===== config.mk =====
export PLATFORM = sky130hd
export DESIGN_NAME = gdfp_top
export DESIGN_NICKNAME = d
export VERILOG_FILES = /design/src/gdfp_pkg.sv /design/src/gdfp_top.sv
export SDC_FILE = /design/constraint.sdc
export NUM_CORES = 1
export LEC_CHECK = 0
export ABC_CLOCK_PERIOD_IN_PS = 6800
export BUFFER_PORTS_ARGS = -buffer_cell sky130_fd_sc_hd__clkbuf_2
export CORE_MARGIN = 3
export CORE_UTILIZATION = 46
export CTS_CLUSTER_DIAMETER = 40
export DETAILED_ROUTE_END_ITERATION = 8
export MAX_ROUTING_LAYER = met4
export PLACE_DENSITY = 0.7
export SYNTH_ARGS = -nofsm -noshare
export SYNTH_HDL_FRONTEND = slang
export SYNTH_SLANG_ARGS = --single-unit

===== constraint.sdc =====
create_clock -name i_mclk -period 6.8 [get_ports i_mclk]
set_input_delay 0.34 -clock i_mclk [delete_from_list [all_inputs] [get_ports i_mclk]]
set_output_delay 0.34 -clock i_mclk [all_outputs]
set_load 0.01 [all_outputs]

===== src/gdfp_pkg.sv =====
// Constants shared by the gate driver fault protection block
package gdfp_pkg;
   // ********
   // Register indexes (byte address is four times index)
   // ********
   localparam logic [3:0] REG_STATUS = 4'h1;
   localparam logic [3:0] REG_ERRTYPE = 4'h2;
   localparam logic [3:0] REG_TIMING = 4'h7;
   localparam logic [3:0] REG_CONTROL = 4'h9;
   localparam logic [3:0] REG_OCP = 4'hc;
   localparam int ADR_LSB = 2;
   localparam int ADR_W = 8;

   // ********
   // Field positions
   // ********
   localparam int ST_WARN_LSB = 0;
   localparam int ST_TEMP_LSB = 4;
   localparam int ST_PGOOD_BIT = 8;
   localparam int ST_PIN_BIT = 9;
   localparam int ST_FAULT_BIT = 10;
   localparam int ET_OC_LSB = 0;
   localparam int ET_OCLAT_BIT = 6;
   localparam int ET_FLT_LSB = 8;
   localparam int TM_DEAD_LSB = 4;
   localparam int TM_BLANK_LSB = 2;
   localparam int TM_DEGL_LSB = 0;
   localparam int CT_CLEAR_BIT = 1;
   localparam int OC_THR_LSB = 3;
   localparam int OC_MODE_LSB = 0;

   // ********
   // Reset values
   // ********
   localparam logic [2:0] RST_DEAD = 3'h0;
   localparam logic [1:0] RST_BLANK = 2'h1;
   localparam logic [1:0] RST_DEGL = 2'h1;
   localparam logic [4:0] RST_THR = 5'h09;

   // Overcurrent response select encodings
   localparam logic [2:0] OCM_LATCH = 3'h0;
   localparam logic [2:0] OCM_REPORT = 3'h1;

   // ********
   // Timing
   // ********
   localparam int CLK_NS = 10;
   localparam int DEAD_STEP_NS = 40;
   localparam int BLANK_STEP_NS = 500;
   localparam int DEGL_STEP_NS = 1000;
   localparam int PULSE_US = 56;
   localparam int DEAD_STEP_CYC = (DEAD_STEP_NS + CLK_NS - 1) / CLK_NS;
   localparam int BLANK_STEP_CYC = (BLANK_STEP_NS + CLK_NS - 1) / CLK_NS;
   localparam int DEGL_STEP_CYC = (DEGL_STEP_NS + CLK_NS - 1) / CLK_NS;
   localparam int PULSE_CYC = PULSE_US * 1000 / CLK_NS;
   localparam int CNT_W = 10;

   typedef enum logic [1:0] {PG_OK, PG_PULSE, PG_RECHECK} gdfp_pg_t;
endpackage


===== src/gdfp_top.sv =====
// Fault classification, dead time, overcurrent and power-good logic
`timescale 1ns/10ps

// How it works
// - Power-good low 56 us, then until recovered
// - Warnings alone never touch gate drive
// - Warning sets status, toggles fault pin 56/56
// - Status read stops toggling, bit follows condition
// - Acknowledged warning rearms only after clearing
// - Fault shuts drive, holds pin, sets bits
// - Faults stay latched until recovery sequence
// - Fault overrides warning toggling
// - Fault forces all gate outputs off
// - Clear-faults bit self clears, pin released
// - Temperature flags only follow condition
// - Watchdog and regulator faults drive power-good
// - Opposite FET must reach cutoff first
// - Programmable dead time after handshake
// - Overcurrent threshold writable while running
// - Blank comparators after commanded turn-on
// - Deglitch comparator trips before reporting
// - Dead time and blanking run overlapped
// - Three overcurrent response modes selectable
// - Latched mode shuts all gates, reports FET
// - Report mode keeps switching; disabled ignores
module gdfp_top
#(
   parameter int WARN_N = 4,
   parameter int FAULT_N = 4,
   parameter int TEMP_N = 4,
   parameter int P_PULSE_CYC = gdfp_pkg::PULSE_CYC
)
(
   input wire logic i_mclk,
   input wire logic i_rstn,
   input wire logic i_ce,
   input wire logic i_wb_cyc,
   input wire logic i_wb_stb,
   input wire logic i_wb_we,
   input wire logic [gdfp_pkg::ADR_W-1:0] i_wb_adr,
   input wire logic [31:0] i_wb_dat,
   input wire logic [3:0] i_wb_sel,
   output logic [31:0] o_wb_dat,
   output logic o_wb_ack,
   input wire logic i_gate_en,
   input wire logic [2:0] i_gate_cmd_hi,
   input wire logic [2:0] i_gate_cmd_lo,
   input wire logic [5:0] i_vgs_off,
   input wire logic [5:0] i_oc_trip,
   input wire logic [WARN_N-1:0] i_warn_cond,
   input wire logic [FAULT_N-1:0] i_fault_cond,
   input wire logic [TEMP_N-1:0] i_temperature_flag,
   input wire logic i_vreg_in_range,
   input wire logic i_regulator_undervoltage,
   input wire logic i_wdog_fault,
   input wire logic i_fault_out_n,
   output logic o_fault_out_n,
   output logic o_fault_out_n_oe,
   output logic o_power_good_out,
   output logic [2:0] o_gate_hi,
   output logic [2:0] o_gate_lo,
   output logic [4:0] o_drain_source_threshold
);
   import gdfp_pkg::*;

   // ********
   // Elaboration checks
   // ********
   generate
      if (WARN_N < 1 || WARN_N > 4 || TEMP_N < 1 || TEMP_N > 4)
      begin : g_bad_width
         $error("warning and temperature inputs must number 1 to 4");
      end
      if (FAULT_N < 1 || FAULT_N > 8 || P_PULSE_CYC < 2 || P_PULSE_CYC > 65535)
      begin : g_bad_count
         $error("fault input count or pulse length out of range");
      end
   endgenerate

   // ********
   // Register bus
   // ********
   logic ack_q;
   logic [31:0] rdat_q;
   logic [31:0] rdat_d;
   logic acc;
   logic wr;
   logic rd;
   logic [3:0] idx;
   logic [2:0] dead_sel_q;
   logic [1:0] blank_sel_q;
   logic [1:0] degl_sel_q;
   logic [4:0] thr_q;
   logic [2:0] mode_q;
   logic clr_q;
   logic [WARN_N-1:0] wack_q;
   logic [5:0] oc_stat_q;
   logic oc_lat_q;
   logic oc_tog_q;
   logic [FAULT_N-1:0] flt_q;
   logic en_prev_q;
   logic [5:0] gate_q;
   logic [5:0] cmd_prev_q;
   logic [5:0] oc_evt;
   logic [CNT_W-1:0] dead_cnt_q [6];
   logic [CNT_W-1:0] blank_cnt_q [6];
   logic [CNT_W-1:0] degl_cnt_q [6];
   logic [15:0] tog_cnt_q;
   logic tog_phase_q;
   logic oe_q;
   logic [15:0] pg_cnt_q;
   gdfp_pg_t pg_state_q;
   logic pg_q;

   assign acc = i_wb_cyc & i_wb_stb & ~ack_q;
   assign wr = acc & i_wb_we;
   assign rd = acc & ~i_wb_we;
   assign idx = i_wb_adr[ADR_LSB +: 4];

   // Answer one cycle after the request, drop ack the cycle after
   always_ff @(posedge i_mclk or negedge i_rstn)
   begin
      if (!i_rstn)
      begin
         ack_q <= 1'b0;
         rdat_q <= 32'h0;
      end
      else if (i_ce)
      begin
         ack_q <= acc;
         rdat_q <= rd ? rdat_d : 32'h0;
      end
   end

   assign o_wb_ack = ack_q;
   assign o_wb_dat = rdat_q;

   // Unmapped addresses answer with zero and ignore writes
   always_comb
   begin
      rdat_d = 32'h0;
      unique case (idx)
         REG_STATUS:
         begin
            rdat_d[ST_WARN_LSB +: WARN_N] = i_warn_cond;
            rdat_d[ST_TEMP_LSB +: TEMP_N] = i_temperature_flag;
            rdat_d[ST_PGOOD_BIT] = pg_q;
            rdat_d[ST_PIN_BIT] = i_fault_out_n;
            rdat_d[ST_FAULT_BIT] = (|flt_q) | oc_lat_q;
         end
         REG_ERRTYPE:
         begin
            rdat_d[ET_OC_LSB +: 6] = oc_stat_q;
            rdat_d[ET_OCLAT_BIT] = oc_lat_q;
            rdat_d[ET_FLT_LSB +: FAULT_N] = flt_q;
         end
         REG_TIMING:
         begin
            rdat_d[TM_DEAD_LSB +: 3] = dead_sel_q;
            rdat_d[TM_BLANK_LSB +: 2] = blank_sel_q;
            rdat_d[TM_DEGL_LSB +: 2] = degl_sel_q;
         end
         REG_CONTROL: rdat_d[CT_CLEAR_BIT] = clr_q;
         REG_OCP:
         begin
            rdat_d[OC_THR_LSB +: 5] = thr_q;
            rdat_d[OC_MODE_LSB +: 3] = mode_q;
         end
         default: rdat_d = 32'h0;
      endcase
   end

   // ********
   // Configuration registers
   // ********
   // Threshold has no lock: it may change while the bridge switches
   always_ff @(posedge i_mclk or negedge i_rstn)
   begin
      if (!i_rstn)
      begin
         dead_sel_q <= RST_DEAD;
         blank_sel_q <= RST_BLANK;
         degl_sel_q <= RST_DEGL;
         thr_q <= RST_THR;
         mode_q <= OCM_LATCH;
         o_drain_source_threshold <= RST_THR;
      end
      else if (i_ce)
      begin
         if (wr && idx == REG_TIMING && i_wb_sel[0])
         begin
            dead_sel_q <= i_wb_dat[TM_DEAD_LSB +: 3];
            blank_sel_q <= i_wb_dat[TM_BLANK_LSB +: 2];
            degl_sel_q <= i_wb_dat[TM_DEGL_LSB +: 2];
         end
         if (wr && idx == REG_OCP && i_wb_sel[0])
         begin
            thr_q <= i_wb_dat[OC_THR_LSB +: 5];
            mode_q <= i_wb_dat[OC_MODE_LSB +: 3];
         end
         o_drain_source_threshold <= thr_q;
      end
   end

   // ********
   // Fault latching and recovery
   // ********
   logic clr_req;
   logic fault_any;
   logic shut;
   logic lat_mode;
   logic rep_mode;

   assign clr_req = clr_q | (en_prev_q & ~i_gate_en);
   assign fault_any = (|flt_q) | oc_lat_q;
   assign shut = fault_any | ~i_gate_en;
   assign lat_mode = (mode_q == OCM_LATCH);
   assign rep_mode = (mode_q == OCM_REPORT);

   // A cause still present re-latches, so clearing only sticks once removed
   always_ff @(posedge i_mclk or negedge i_rstn)
   begin
      if (!i_rstn)
      begin
         flt_q <= '0;
         oc_lat_q <= 1'b0;
         clr_q <= 1'b0;
         en_prev_q <= 1'b0;
      end
      else if (i_ce)
      begin
         flt_q <= i_fault_cond | (flt_q & ~{FAULT_N{clr_req}});
         oc_lat_q <= (lat_mode & (|oc_evt)) | (oc_lat_q & ~clr_req);
         // Self clears the cycle after the clear has been applied
         clr_q <= wr && idx == REG_CONTROL && i_wb_sel[0] && i_wb_dat[CT_CLEAR_BIT];
         en_prev_q <= i_gate_en;
      end
   end

   // ********
   // Warnings and overcurrent reporting
   // ********
   logic rd_stat;
   logic rd_err;
   logic warn_active;

   assign rd_stat = rd && idx == REG_STATUS;
   assign rd_err = rd && idx == REG_ERRTYPE;
   assign warn_active = (|(i_warn_cond & ~wack_q)) | oc_tog_q;

   always_ff @(posedge i_mclk or negedge i_rstn)
   begin
      if (!i_rstn)
      begin
         wack_q <= '0;
         oc_stat_q <= 6'h0;
         oc_tog_q <= 1'b0;
      end
      else if (i_ce)
      begin
         // Acknowledge holds until the condition goes away
         wack_q <= i_warn_cond & (wack_q | {WARN_N{rd_stat}});
         // New events win over the clearing read or fault clear
         oc_stat_q <= ((lat_mode | rep_mode) ? oc_evt : 6'h0)
            | (oc_stat_q & ~{6{rd_err & ~oc_lat_q | clr_req}});
         oc_tog_q <= (rep_mode & (|oc_evt)) | (oc_tog_q & ~rd_err);
      end
   end

   // ********
   // Fault pin
   // ********
   always_ff @(posedge i_mclk or negedge i_rstn)
   begin
      if (!i_rstn)
      begin
         tog_cnt_q <= 16'h0;
         tog_phase_q <= 1'b0;
         oe_q <= 1'b0;
      end
      else if (i_ce)
      begin
         if (fault_any || !warn_active)
         begin
            tog_cnt_q <= 16'h0;
            tog_phase_q <= 1'b0;
         end
         else if (tog_cnt_q == 16'(P_PULSE_CYC - 1))
         begin
            tog_cnt_q <= 16'h0;
            tog_phase_q <= ~tog_phase_q;
         end
         else
         begin
            tog_cnt_q <= tog_cnt_q + 16'h1;
         end
         // Fault holds the pin low whatever the warning phase
         oe_q <= fault_any | (warn_active & ~tog_phase_q);
      end
   end

   assign o_fault_out_n = 1'b0;
   assign o_fault_out_n_oe = oe_q;

   // ********
   // Gate path: handshake, dead time, blanking, deglitch
   // ********
   logic [5:0] cmd6;
   logic [CNT_W-1:0] dead_len;
   logic [CNT_W-1:0] blank_len;
   logic [CNT_W-1:0] degl_len;

   assign cmd6 = {i_gate_cmd_lo, i_gate_cmd_hi};
   assign dead_len = CNT_W'((dead_sel_q + 4'h1) * DEAD_STEP_CYC);
   assign blank_len = CNT_W'((blank_sel_q + 3'h1) * BLANK_STEP_CYC);
   assign degl_len = CNT_W'((degl_sel_q + 3'h1) * DEGL_STEP_CYC);

   genvar g;
   generate
      for (g = 0; g < 6; g++)
      begin : g_fet
         localparam int OPP = (g + 3) % 6;
         logic hs_ok;
         logic mon;
         // Opposite command must be idle, its gate off and its VGS at cutoff
         assign hs_ok = cmd6[g] & ~cmd6[OPP] & ~gate_q[OPP] & i_vgs_off[OPP] & ~shut;
         assign mon = gate_q[g] & cmd6[g] & (blank_cnt_q[g] == '0);
         assign oc_evt[g] = mon & i_oc_trip[g] & (degl_cnt_q[g] == degl_len - CNT_W'(1));

         always_ff @(posedge i_mclk or negedge i_rstn)
         begin
            if (!i_rstn)
            begin
               dead_cnt_q[g] <= '0;
               blank_cnt_q[g] <= '0;
               degl_cnt_q[g] <= '0;
               cmd_prev_q[g] <= 1'b0;
               gate_q[g] <= 1'b0;
            end
            else if (i_ce)
            begin
               cmd_prev_q[g] <= cmd6[g];
               // Dead time counts only after the handshake has passed
               if (!hs_ok)
               begin
                  dead_cnt_q[g] <= dead_len;
               end
               else if (dead_cnt_q[g] != '0)
               begin
                  dead_cnt_q[g] <= dead_cnt_q[g] - CNT_W'(1);
               end
               gate_q[g] <= hs_ok & (dead_cnt_q[g] == '0);
               // Blanking starts at the command, so it overlaps the dead time
               if (cmd6[g] && !cmd_prev_q[g])
               begin
                  blank_cnt_q[g] <= blank_len;
               end
               else if (blank_cnt_q[g] != '0)
               begin
                  blank_cnt_q[g] <= blank_cnt_q[g] - CNT_W'(1);
               end
               if (!(mon && i_oc_trip[g]))
               begin
                  degl_cnt_q[g] <= '0;
               end
               else if (degl_cnt_q[g] != degl_len)
               begin
                  degl_cnt_q[g] <= degl_cnt_q[g] + CNT_W'(1);
               end
            end
         end
      end
   endgenerate

   // Warnings and report-only events never reach this path
   always_ff @(posedge i_mclk or negedge i_rstn)
   begin
      if (!i_rstn)
      begin
         o_gate_hi <= 3'h0;
         o_gate_lo <= 3'h0;
      end
      else if (i_ce)
      begin
         o_gate_hi <= gate_q[2:0] & ~{3{shut}};
         o_gate_lo <= gate_q[5:3] & ~{3{shut}};
      end
   end

   // ********
   // Power good sequencing
   // ********
   logic pg_trouble;

   assign pg_trouble = ~i_vreg_in_range | i_regulator_undervoltage | i_wdog_fault;

   always_ff @(posedge i_mclk or negedge i_rstn)
   begin
      if (!i_rstn)
      begin
         pg_state_q <= PG_RECHECK;
         pg_cnt_q <= 16'h0;
         pg_q <= 1'b0;
      end
      else if (i_ce)
      begin
         unique case (pg_state_q)
            PG_OK:
            begin
               pg_cnt_q <= 16'h0;
               if (pg_trouble)
               begin
                  pg_state_q <= PG_PULSE;
                  pg_q <= 1'b0;
               end
            end
            PG_PULSE:
            begin
               pg_q <= 1'b0;
               if (pg_cnt_q == 16'(P_PULSE_CYC - 1))
               begin
                  pg_cnt_q <= 16'h0;
                  pg_state_q <= PG_RECHECK;
               end
               else
               begin
                  pg_cnt_q <= pg_cnt_q + 16'h1;
               end
            end
            PG_RECHECK:
            begin
               // A watchdog pulse here is only a recheck, not a new pulse
               if (i_vreg_in_range && !i_regulator_undervoltage)
               begin
                  pg_state_q <= PG_OK;
                  pg_q <= 1'b1;
               end
            end
         endcase
      end
   end

   assign o_power_good_out = pg_q;
endmodule

==> results of run 1 <==
==> worst max-delay path, delay by kind of cell, from the launching register on <==
kind                       cells  cell delay, ns
and+or+nand+nor                1            0.52
DFF                            1            1.00
buffers and inverters          1            0.24
AOI/OAI and AO/OA              3            0.97
xor gates and xnor gates       1            0.23
muxes                          1            0.10
adders and majority gates      1            0.93
==> kinds of logic (layout without fill, tap and decap cells) <==
kind of cell,count (synthesis),count (layout),share of synthesized area
AO/OA/AOI/OAI,487,487,0.190
XOR/XNOR,86,86,0.0450
adder cells (fa/ha/maj),45,45,0.0337
buffers and inverters,182,255,0.0491
flip-flops,286,286,0.428
multiplexers,33,33,0.0215
other,1,22,0.000224
AND/OR/NAND/NOR,733,733,0.233
==> per-layer routing <==
layer  track usage  wire, microns  share of wire  vias to the layer above
met5             -              0              0                        -
met4        0.0671            892          0.021                        0
li1              -              -              -                     6888
met2         0.354          20200           0.48                      363
met3        0.0291           2090          0.049                       78
met1         0.298          19200           0.45                     7042
==> area by class of cell <==
type                       instances  area [sq um]  share of cell area
multi-input combinational       1405          8820               0.461
sequential                       286          7170               0.375
clock buffer                      58          1340              0.0702
tap                              461           577              0.0302
timing repair buffer              93           541              0.0283
clock inverter                    32           399              0.0209
inverter                          72           270              0.0141
antenna                            1          2.50            0.000131
==> cells in the final DEF, fill, tap and decap left out, drive strengths merged, types with 21 or more instances in the layout <==
cell type  instances
nor3              63
a21oi             97
o21ai            170
nor2             156
nand2b            25
mux2              23
nand4             33
or3               31
nand2            165
or4               35
o211ai            23
ha                45
o31ai             41
nor2b             27
xnor2             49
conb              21
and3              23
inv               79
nor4              40
nand3             64
xor2              37
clkbuf           135
a22o              21
dfrtp            279
==> state kept, by name, summed over array words and instances, names as in the netlist, 2 cells and up <==
name / count
blank_cnt_q: 60
o_wb_dat: 12
thr_q: 5
wack_q: 4
dead_sel_q: 3
o_gate_hi: 3
cmd_prev_q: 6
o_drain_source_threshold: 5
pg_state_q: 2
pg_cnt_q: 16
o_gate_lo: 3
degl_cnt_q: 60
oc_stat_q: 6
tog_cnt_q: 16
dead_cnt_q: 60
flt_q: 4
degl_sel_q: 2
blank_sel_q: 2
gate_q: 6
mode_q: 3
==> report_power, final <==
| group | leakage (nW) | switching, mW | internal, mW |
|---|---|---|---|
| logic | 3.54 | 0.632 | 0.402 |
| clock network | 0.829 | 0.915 | 1.69 |
| registers | 3.79 | 0.240 | 1.91 |
| total | 8.15 | 1.79 | 4.00 |
==> how the worst max path moves through the flow <==
stage                       start             end  slack (ns)  cells after the start
floorplan           degl_sel_q[0]   degl_cnt_q[4]        3.43                     14
detailed placement  degl_sel_q[0]  degl_cnt_q[54]        2.75                      8
CTS                 degl_sel_q[0]  degl_cnt_q[54]        2.74                      8
global placement    degl_sel_q[0]  degl_cnt_q[54]        2.89                      8
global route        degl_sel_q[0]        oc_tog_q        2.48                      8
finish              degl_sel_q[0]  degl_cnt_q[54]        2.72                      8
==> cells in the mapped netlist, types with 25 or more instances <==
cell and n:
dfrtp_1 279, nand2_1 165, o21ai_0 157, nor2_1 156, a21oi_1 96, inv_1 71, nand3_1 64, nor3_1 62
clkbuf_1 57, xnor2_1 49, ha_1 45, o31ai_1 41, xor2_1 37, or4_1 33, nand4_1 32, nor4_1 32
or3_1 30, buf_4 27, nor2b_1 27, nand2b_1 25
==> what timing repair did <==
item	CTS	global route
hold buffers	6	0
hold endpoints to repair	117	0
gates resized for setup	0	0
==> reports/metrics.yaml, run 1 <==
status:
  status: "finished, final reports clean"
yosys:
  synth_cells: 1853
  synth_top_area_share: 0.417
  synth_area_sq_um: 16700
  synth_warnings: 0
  ys_seq_elements: 286
  syn_avg_cell_area_sq_um: 9.03
  yosys.area.top_type: "dfrtp_1"
  ys_seq_area_frac: 0.428
  synth_cell_type_count: 83
  synth_area_leaders: "dfrtp_1 (42%), o21ai_0 (4.7%), nand2_1 (3.7%), nor2_1 (3.5%), ha_1 (3.4%)"
  synthArstFlopShare: 1.00
  yosys_most_used_dff: "dfrtp_1"
  synth_enable_flop_cells: 0
placement:
  dpl.hpwl_microns: 28400
  gp_congestion: 0.833
  placedCellCount: 2311
  dp_slack_ns: 2.75
  place_area_sq_um: 17300
  numPortBuffers: 79
drt:
  vias: 14400
  viasPerCell: 5.97
  firstDrtPassIters: 5
  wl_microns: 42300
  ant_nets: 0
  drt_iter0_drc: 1163
  drc: 0
  wire_per_inst_microns: 17.6
cells_and_area:
  fin_nets: 2037
  fin_cells: 2408
  final_cell_area_sq_um: 19100
  drive_above_1_share: 0.125
  fillCellCount: 3207
  area_growth_pct: 14.3
  fin_util: 0.535
power_and_ir_drop:
  leakagePower_nw: 8.15
  power_density_nw_per_um2: 303
  irDropWorstVdd_mv: 0.329
  finalPower_mw: 5.79
worst_setup_path:
  timing.rr.start: "degl_sel_q[0]"
  cp.arrival_ns: 4.55
  end_kind: "flop"
  reg2regPathDepth: 8
  rr_endpoint: "degl_cnt_q[54]"
  rrSetupSlack_ns: 2.72
  cp_slowest_stage_delay_ns: 1.00
  cp_slowest_cell: "dfstp_2"
  worstSetupPathType: "reg -> reg"
  crit_fanout: 34
  start_kind: "flop"
  cp_data_required_time_ns: 7.27
  path_cells: "inv_1 -> ha_1 -> xor2_1 -> mux2i_1 -> or4_4 -> o21ai_2 -> o21a_1 -> a2bb2oi_1"
clocking:
  clk_latency_ns: 0.57
  cts_setup_buffers: 0
  clk_path_buf_depth: 3
  clockRootBuffer: "clkbuf_16"
  clkSlewWorstSetupHoldPaths_ns: 0.05
  cts_sinks: 286
  cts_tree: "yes"
  htreeDepth: 2
  cts_buffers: 49
global_routing:
  grt_usage: 0.222
  grt_max_degree: 170
  first_global_vias: 13600
  grt_pass1_wl_microns: 69400
  grt_overflow: 0
  antenna_found_initial: 1
sta:
  worst_hold_slack_ns: 0.0342
  worst_pin_slew_ns: 1.18
  hold_viol_final: 0
  fmax_mhz: 245
  rsz0062_at_grt: "no"
  fin_tns_setup_ns: 0
  fin_skew_ns: 0.0217
  fin_crit_ns: 4.08
  maxSlewViolCount: 0
  setup_viol: 0
  slew_headroom: 0.204
  fin_crit_sh: 0.600
  finalWorstSetupSlack_ns: 2.72
flow_run:
  cap_viol_max_count: 0
hold_path:
  min_path_type: "in -> reg"
  worstHoldPathCells: 2
  min_to: "thr_q[4]"
  min_from: "i_wb_dat[7]"
floorplan:
  die-area_sq_um: 38700
  fp-row-count: 69
  io_pins: 132
  start_util: 0.468
  die_height_microns: 197
  design.core.area_sq_um: 35700
  die_w_microns: 197
Power figures use the tool's default switching activity.
==> run 2, diff against run 1 <==
--- a/config.mk
+++ b/config.mk
@@ -5,14 +5,14 @@
 export SDC_FILE = /design/constraint.sdc
 export NUM_CORES = 1
 export LEC_CHECK = 0
-export ABC_CLOCK_PERIOD_IN_PS = 6800
+export ABC_CLOCK_PERIOD_IN_PS = 3400
 export BUFFER_PORTS_ARGS = -buffer_cell sky130_fd_sc_hd__clkbuf_2
 export CORE_MARGIN = 3
 export CORE_UTILIZATION = 46
 export CTS_CLUSTER_DIAMETER = 40
 export DETAILED_ROUTE_END_ITERATION = 8
 export MAX_ROUTING_LAYER = met4
-export PLACE_DENSITY = 0.7
+export PLACE_DENSITY = 0.72
 export SYNTH_ARGS = -nofsm -noshare
 export SYNTH_HDL_FRONTEND = slang
 export SYNTH_SLANG_ARGS = --single-unit
==> constraint.sdc (replaced) <==
create_clock -name i_mclk -period 3.4 [get_ports i_mclk]
set_input_delay 0.17 -clock i_mclk [delete_from_list [all_inputs] [get_ports i_mclk]]
set_output_delay 0.17 -clock i_mclk [all_outputs]
set_load 0.01 [all_outputs]
==> reports/metrics.yaml, run 2 (synthesized netlist as in run 1, its figures left out) <==
clocking:
  cts_setup_buffers: 0  # unchanged
  clk_latency_ns: 0.57  # about the same
  cts_buffers: 47  # -4.1%
  cts_sinks: 286  # unchanged
  cts_tree: "yes"
  clkSlewWorstSetupHoldPaths_ns: 0.06  # about the same
  clockRootBuffer: "clkbuf_16"
  clk_path_buf_depth: 3  # unchanged
  htreeDepth: 2  # unchanged
global_routing:
  grt_overflow: 0  # unchanged
  grt_pass1_wl_microns: 70900  # +2.2%
  first_global_vias: 14100  # +3.7%
  grt_usage: 0.226  # +0.00416
  antenna_found_initial: 1  # unchanged
  grt_max_degree: 102  # -40%
floorplan:
  io_pins: 132  # unchanged
  fp-row-count: 69  # unchanged
  start_util: 0.468  # unchanged
  die_w_microns: 197  # unchanged
  die-area_sq_um: 38700  # unchanged
  design.core.area_sq_um: 35700  # unchanged
  die_height_microns: 197  # unchanged
placement:
  numPortBuffers: 79  # unchanged
  gp_congestion: 0.874  # +4.9%
  placedCellCount: 2342  # +1.3%
  place_area_sq_um: 17600  # +1.5%
  dp_slack_ns: 0.402  # -2.34 ns
  dpl.hpwl_microns: 29700  # +4.6%
drt:
  viasPerCell: 5.91  # -0.95%
  wl_microns: 42800  # +1.1%
  firstDrtPassIters: 5  # unchanged
  drt_iter0_drc: 869  # -25%
  wire_per_inst_microns: 17.4  # -0.80%
  vias: 14500  # +0.95%
  drc: 0  # unchanged
  ant_nets: 0  # unchanged
hold_path:
  worstHoldPathCells: 4  # +2
  min_path_type: "in -> reg"
sta:
  setup_viol: 0  # unchanged
  hold_viol_final: 0  # unchanged
  fmax_mhz: 330  # +35%
  rsz0062_at_grt: "no"
  maxSlewViolCount: 0  # unchanged
  fin_tns_setup_ns: 0  # unchanged
  fin_crit_ns: 3.03  # -1.05 ns
  worst_pin_slew_ns: 1.12  # -0.0656 ns
  finalWorstSetupSlack_ns: 0.370  # -2.35 ns
  fin_skew_ns: 0.0256  # +0.00384 ns
  fin_crit_sh: 0.891  # +0.291
  slew_headroom: 0.248  # +0.0445
worst_setup_path:
  crit_fanout: 14  # -59%
  path_cells: "inv_1 -> ha_1 -> ha_1 -> xor2_1 -> or4_4 -> o21ai_2 -> o21a_1 -> a2bb2oi_1"
  start_kind: "flop"
  cp_data_required_time_ns: 3.87  # -3.40 ns
  cp_slowest_cell: "dfstp_2"
  end_kind: "flop"
  cp.arrival_ns: 3.50  # -1.05 ns
  cp_slowest_stage_delay_ns: 0.57  # -0.43 ns
  path_common_cell: "ha_1"
  reg2regPathDepth: 8  # unchanged
  worstSetupPathType: "reg -> reg"
power_and_ir_drop:
  leakagePower_nw: 8.32  # +2.1%
  power_density_nw_per_um2: 576  # +90%
  irDropWorstVdd_mv: 0.469  # +43%
cells_and_area:
  fin_util: 0.543  # +0.00837
  reg_top3: "blank_cnt_q: 60 flops, dead_cnt_q: 60 flops, degl_cnt_q: 60 flops"
  layout_commonest_cell: "dfrtp_1"
  area_growth_pct: 16.1
  fin_cells: 2454  # +1.9%
  drive_above_1_share: 0.136  # +0.0107
  final_cell_area_sq_um: 19400  # +1.6%
  fin_nets: 2085  # +2.4%
  final_cell_mix: "dfrtp_1 (279), nand2_1 (165), o21ai_0 (157), nor2_1 (156), a21oi_1 (96)"
flow_run:
  cap_viol_max_count: 0  # unchanged
status:
  status: "finished, final reports clean"
[run 2: layout make-up]
cell class / count / area [sq um]
Tap cell: 461 / 577
Antenna cell: 1 / 2.50
Clock buffer: 53 / 1230
Inverter: 72 / 270
Sequential cell: 286 / 7170
Multi-Input combinational cell: 1405 / 8820
Fill cell: 3155 / 16300
Timing Repair Buffer: 143 / 988
Clock inverter: 33 / 364
[run 2: worst max-delay path, delay by kind of cell (launching register included)]
family,cells,cell delay [ns]
AO/OA/AOI/OAI,3,0.85
buffers and inverters,1,0.11
adder cells (fa/ha/maj),2,0.65
XOR/XNOR,1,0.22
AND/OR/NAND/NOR,1,0.54
flip-flops,1,0.57
[run 2: path summary, 6_finish.rpt]
check	start	endpoint	slack (ns)
worst max-delay path	degl_sel_q[0]	degl_cnt_q[43]	0.37
worst min register to register	oc_stat_q[4]	oc_stat_q[4]	0.49
worst max register to register	degl_sel_q[0]	degl_cnt_q[43]	0.37
max in group asynchronous	i_rstn	pg_state_q[1]	2.16
min in group asynchronous	i_rstn	degl_cnt_q[32]	0.29
worst min-delay path	i_temperature_flag[3]	o_wb_dat[7]	0.06
[run 2: through the flow]
| step | power [mW] | hold WS (ns) |
|---|---|---|
| 2_1_floorplan | 5.80 | -0.126 |
| 3_3_place_gp | 6.32 | 0.305 |
| 3_5_place_dp | 6.41 | 0.302 |
| 4_1_cts | 11.2 | 0.0327 |
| 5_1_grt | 11.8 | 0.0737 |
| 6_report | 11.2 | 0.0597 |
[run 2: where the power goes]
| part | total [mW] | internal (mW) | leakage (nW) | switching (mW) |
|---|---|---|---|---|
| Sequential | 4.28 | 3.82 | 3.79 | 0.458 |
| Combinational | 2.12 | 0.848 | 3.77 | 1.28 |
| Clock | 4.77 | 2.95 | 0.763 | 1.82 |
[run 2: repair_timing]
| action | in CTS | in global routing |
|---|---|---|
| hold buffers | 25 | 0 |
| resized for setup | 0 | 0 |
| endpoints found under the hold margin | 127 | 0 |
| setup endpoints to repair | 0 | 0 |
[run 2: routing by layer]
layer,track usage,part of all wire
met3,0.0415,0.050
met2,0.358,0.47
met4,0.0755,0.032
met5,-,0
met1,0.295,0.45
==> run 3, diff against run 2 <==
--- a/config.mk
+++ b/config.mk
@@ -5,8 +5,10 @@
 export SDC_FILE = /design/constraint.sdc
 export NUM_CORES = 1
 export LEC_CHECK = 0
+export ABC_AREA = 1
 export ABC_CLOCK_PERIOD_IN_PS = 3400
 export BUFFER_PORTS_ARGS = -buffer_cell sky130_fd_sc_hd__clkbuf_2
+export CAP_MARGIN = 20
 export CORE_MARGIN = 3
 export CORE_UTILIZATION = 46
 export CTS_CLUSTER_DIAMETER = 40
==> reports/metrics.yaml, run 3 <==
global_routing:
  grt_pass1_wl_microns: 76200  # +7.4%
  grt_overflow: 0  # unchanged
  grt_max_degree: 98  # -3.9%
  grt_usage: 0.230  # +0.00407
  antenna_found_initial: 2  # +1
  first_global_vias: 15700  # +11%
placement:
  dp_slack_ns: 0.322  # -0.0800 ns
  dpl.hpwl_microns: 31900  # +7.3%
  gp_congestion: 0.905  # +3.5%
  numPortBuffers: 79  # unchanged
yosys:
  synthArstFlopShare: 1.00  # unchanged
  synth_most_common_cell: "nand2_1"
  synth_top_area_share: 0.395  # -0.0223
  synth_cells: 2413  # +30%
  synth_enable_flop_cells: 0  # unchanged
  ys_seq_area_frac: 0.405  # -0.0229
  yosys.area.top_type: "dfrtp_1"
  ys_seq_elements: 286  # unchanged
  syn_avg_cell_area_sq_um: 7.32  # -19%
  synth_warnings: 0  # unchanged
  synth_area_leaders: "dfrtp_1 (40%), nand2_1 (12%), inv_1 (6.2%), nor2_1 (6.2%), o21ai_0 (6.1%)"
  synth_cell_type_count: 60  # -28%
  synth_area_sq_um: 17700  # +5.7%
  synth_common_cells: "nand2_1 (555), inv_1 (293), nor2_1 (290)"
  yosys_most_used_dff: "dfrtp_1"
clocking:
  clockRootBuffer: "clkbuf_16"
  clk_path_buf_depth: 3  # unchanged
  htreeDepth: 2  # unchanged
  clkSlewWorstSetupHoldPaths_ns: 0.06  # about the same
  clk_latency_ns: 0.59  # +0.02 ns
  cts_tree: "yes"
  cts_sinks: 286  # unchanged
  cts_buffers: 46  # -2.1%
drt:
  ant_nets: 0  # unchanged
  drt_iter0_drc: 1146  # +32%
  wl_microns: 45400  # +6.1%
  viasPerCell: 5.26  # -11%
  wire_per_inst_microns: 14.8  # -15%
  drc: 0  # unchanged
  vias: 16200  # +12%
  firstDrtPassIters: 7  # +2
sta:
  fin_tns_setup_ns: 0  # unchanged
  worst_pin_slew_ns: 0.831  # -0.285 ns
  worst_hold_slack_ns: 0.0552  # -0.00453 ns
  fin_skew_ns: 0.0447  # +0.0191 ns
  rsz0062_at_grt: "no"
  fin_crit_sh: 0.906  # +0.0154
  hold_viol_final: 0  # unchanged
  finalWorstSetupSlack_ns: 0.318  # -0.0523 ns
  slew_headroom: 0.442  # +0.194
  setup_viol: 0  # unchanged
  fmax_mhz: 324  # -1.7%
  maxSlewViolCount: 0  # unchanged
  fin_crit_ns: 3.08  # +0.0523 ns
floorplan:
  io_pins: 132  # unchanged
  start_util: 0.468  # about the same
  fp-row-count: 71  # +2.9%
  die_height_microns: 202  # +2.7%
  design.core.area_sq_um: 37800  # +5.6%
  die-area_sq_um: 40800  # +5.5%
  die_w_microns: 202  # +2.7%
cells_and_area:
  area_growth_pct: 15.4
  reg_top3: "blank_cnt_q: 60 flops, dead_cnt_q: 60 flops, degl_cnt_q: 60 flops"
  fin_nets: 2655  # +27%
  drive_above_1_share: 0.0952  # -0.0403
  final_cell_mix: "nand2_1 (555), inv_1 (293), nor2_1 (290), dfrtp_1 (279), o21ai_0 (217)"
  layout_commonest_cell: "nand2_1"
status:
  status: "finished, final reports clean"
power_and_ir_drop:
  power_density_nw_per_um2: 527  # -8.5%
  irDropWorstVdd_mv: 0.433  # -7.7%
  leakagePower_nw: 9.65  # +16%
  finalPower_mw: 10.7  # -3.9%
worst_setup_path:
  worstSetupPathType: "reg -> reg"
  cp_data_required_time_ns: 3.89  # +0.02 ns
  end_kind: "flop"
  start_kind: "flop"
  cp.arrival_ns: 3.58  # +0.08 ns
  crit_fanout: 13  # -1
hold_path:
  min_path_type: "in -> reg"
flow_run:
  cap_viol_max_count: 0  # unchanged
-- run 3: routing by layer --
metal,vias to the layer above,GRT usage,wire length [microns]
li1,8032,-,-
met1,7623,0.289,20000
met2,430,0.372,21400
met3,97,0.0399,2530
met4,0,0.0912,1470
met5,-,-,0
-- run 3: report_power, final --
part	total, mW	switching [mW]	internal (mW)	leakage (nW)
clock	4.89	1.79	3.10	0.791
sequential	4.02	0.279	3.74	3.79
combinational	1.83	1.19	0.634	5.07
total	10.7	3.26	7.48	9.65
-- run 3: final cells by class --
cell class                      instances  area (sq um)
Clock inverter                         29           387
Antenna cell                            2          5.00
Inverter                              309          1160
Tap cell                              511           639
Clock buffer                           56          1240
Timing Repair Buffer                  132           911
Fill cell                            3508         17400
Sequential cell                       286          7170
Multi-Input combinational cell       1750          8880
-- run 3: through the flow --
stage	cell area, sq um	instances	util
floorplan	17700	2433	-
CTS	20300	3068	0.539
detailed placement	18400	2949	0.487
global placement	18400	2949	0.487
finish	20400	3075	0.540
global route	20400	3075	0.540
-- run 3: final timing paths --
kind	start	endpoint	slack (ns)	depth (start not counted)
worst max-delay path	degl_sel_q[0]	degl_cnt_q[14]	0.32	12
worst min-delay path	i_wb_we	clr_q	0.06	3
worst max register to register	degl_sel_q[0]	degl_cnt_q[14]	0.32	12
worst min register to register	o_drain_source_threshold[0]	o_drain_source_threshold[0]	0.47	2
max in group asynchronous	i_rstn	pg_state_q[1]	2.13	3
min in group asynchronous	i_rstn	blank_cnt_q[42]	0.21	2
-- run 3: repair_timing --
action / 4_1_cts / 5_1_grt
buffers inserted: 0 / 0
resized for setup: 0 / 0
hold buffers: 34 / 0
endpoints found under the hold margin: 131 / 0
-- run 3: logic make-up (layout without fill, tap and decap cells) --
kind of cell / after synthesis / count (layout) / synth area share
simple gates: 1207 / 1207 / 0.296
fa+ha+maj: 45 / 45 / 0.0319
buf+inv: 397 / 526 / 0.0965
other cells: 1 / 23 / 0.000212
xor+xnor: 108 / 108 / 0.0535
mux: 1 / 1 / 0.000566
compound gates: 368 / 368 / 0.116
flops: 286 / 286 / 0.405
-- run 3: critical path, stage by stage (launching register included) --
cell,delay [ns]
dfstp_2,0.68
inv_2,0.20
ha_1,0.51
inv_4,0.08
nand2_1,0.08
nand2_1,0.27
nand2_1,0.15
nand2_1,0.06
nor2_1,0.12
nand3b_1,0.36
nand2_2,0.32
nand3_1,0.10
nand2_1,0.06
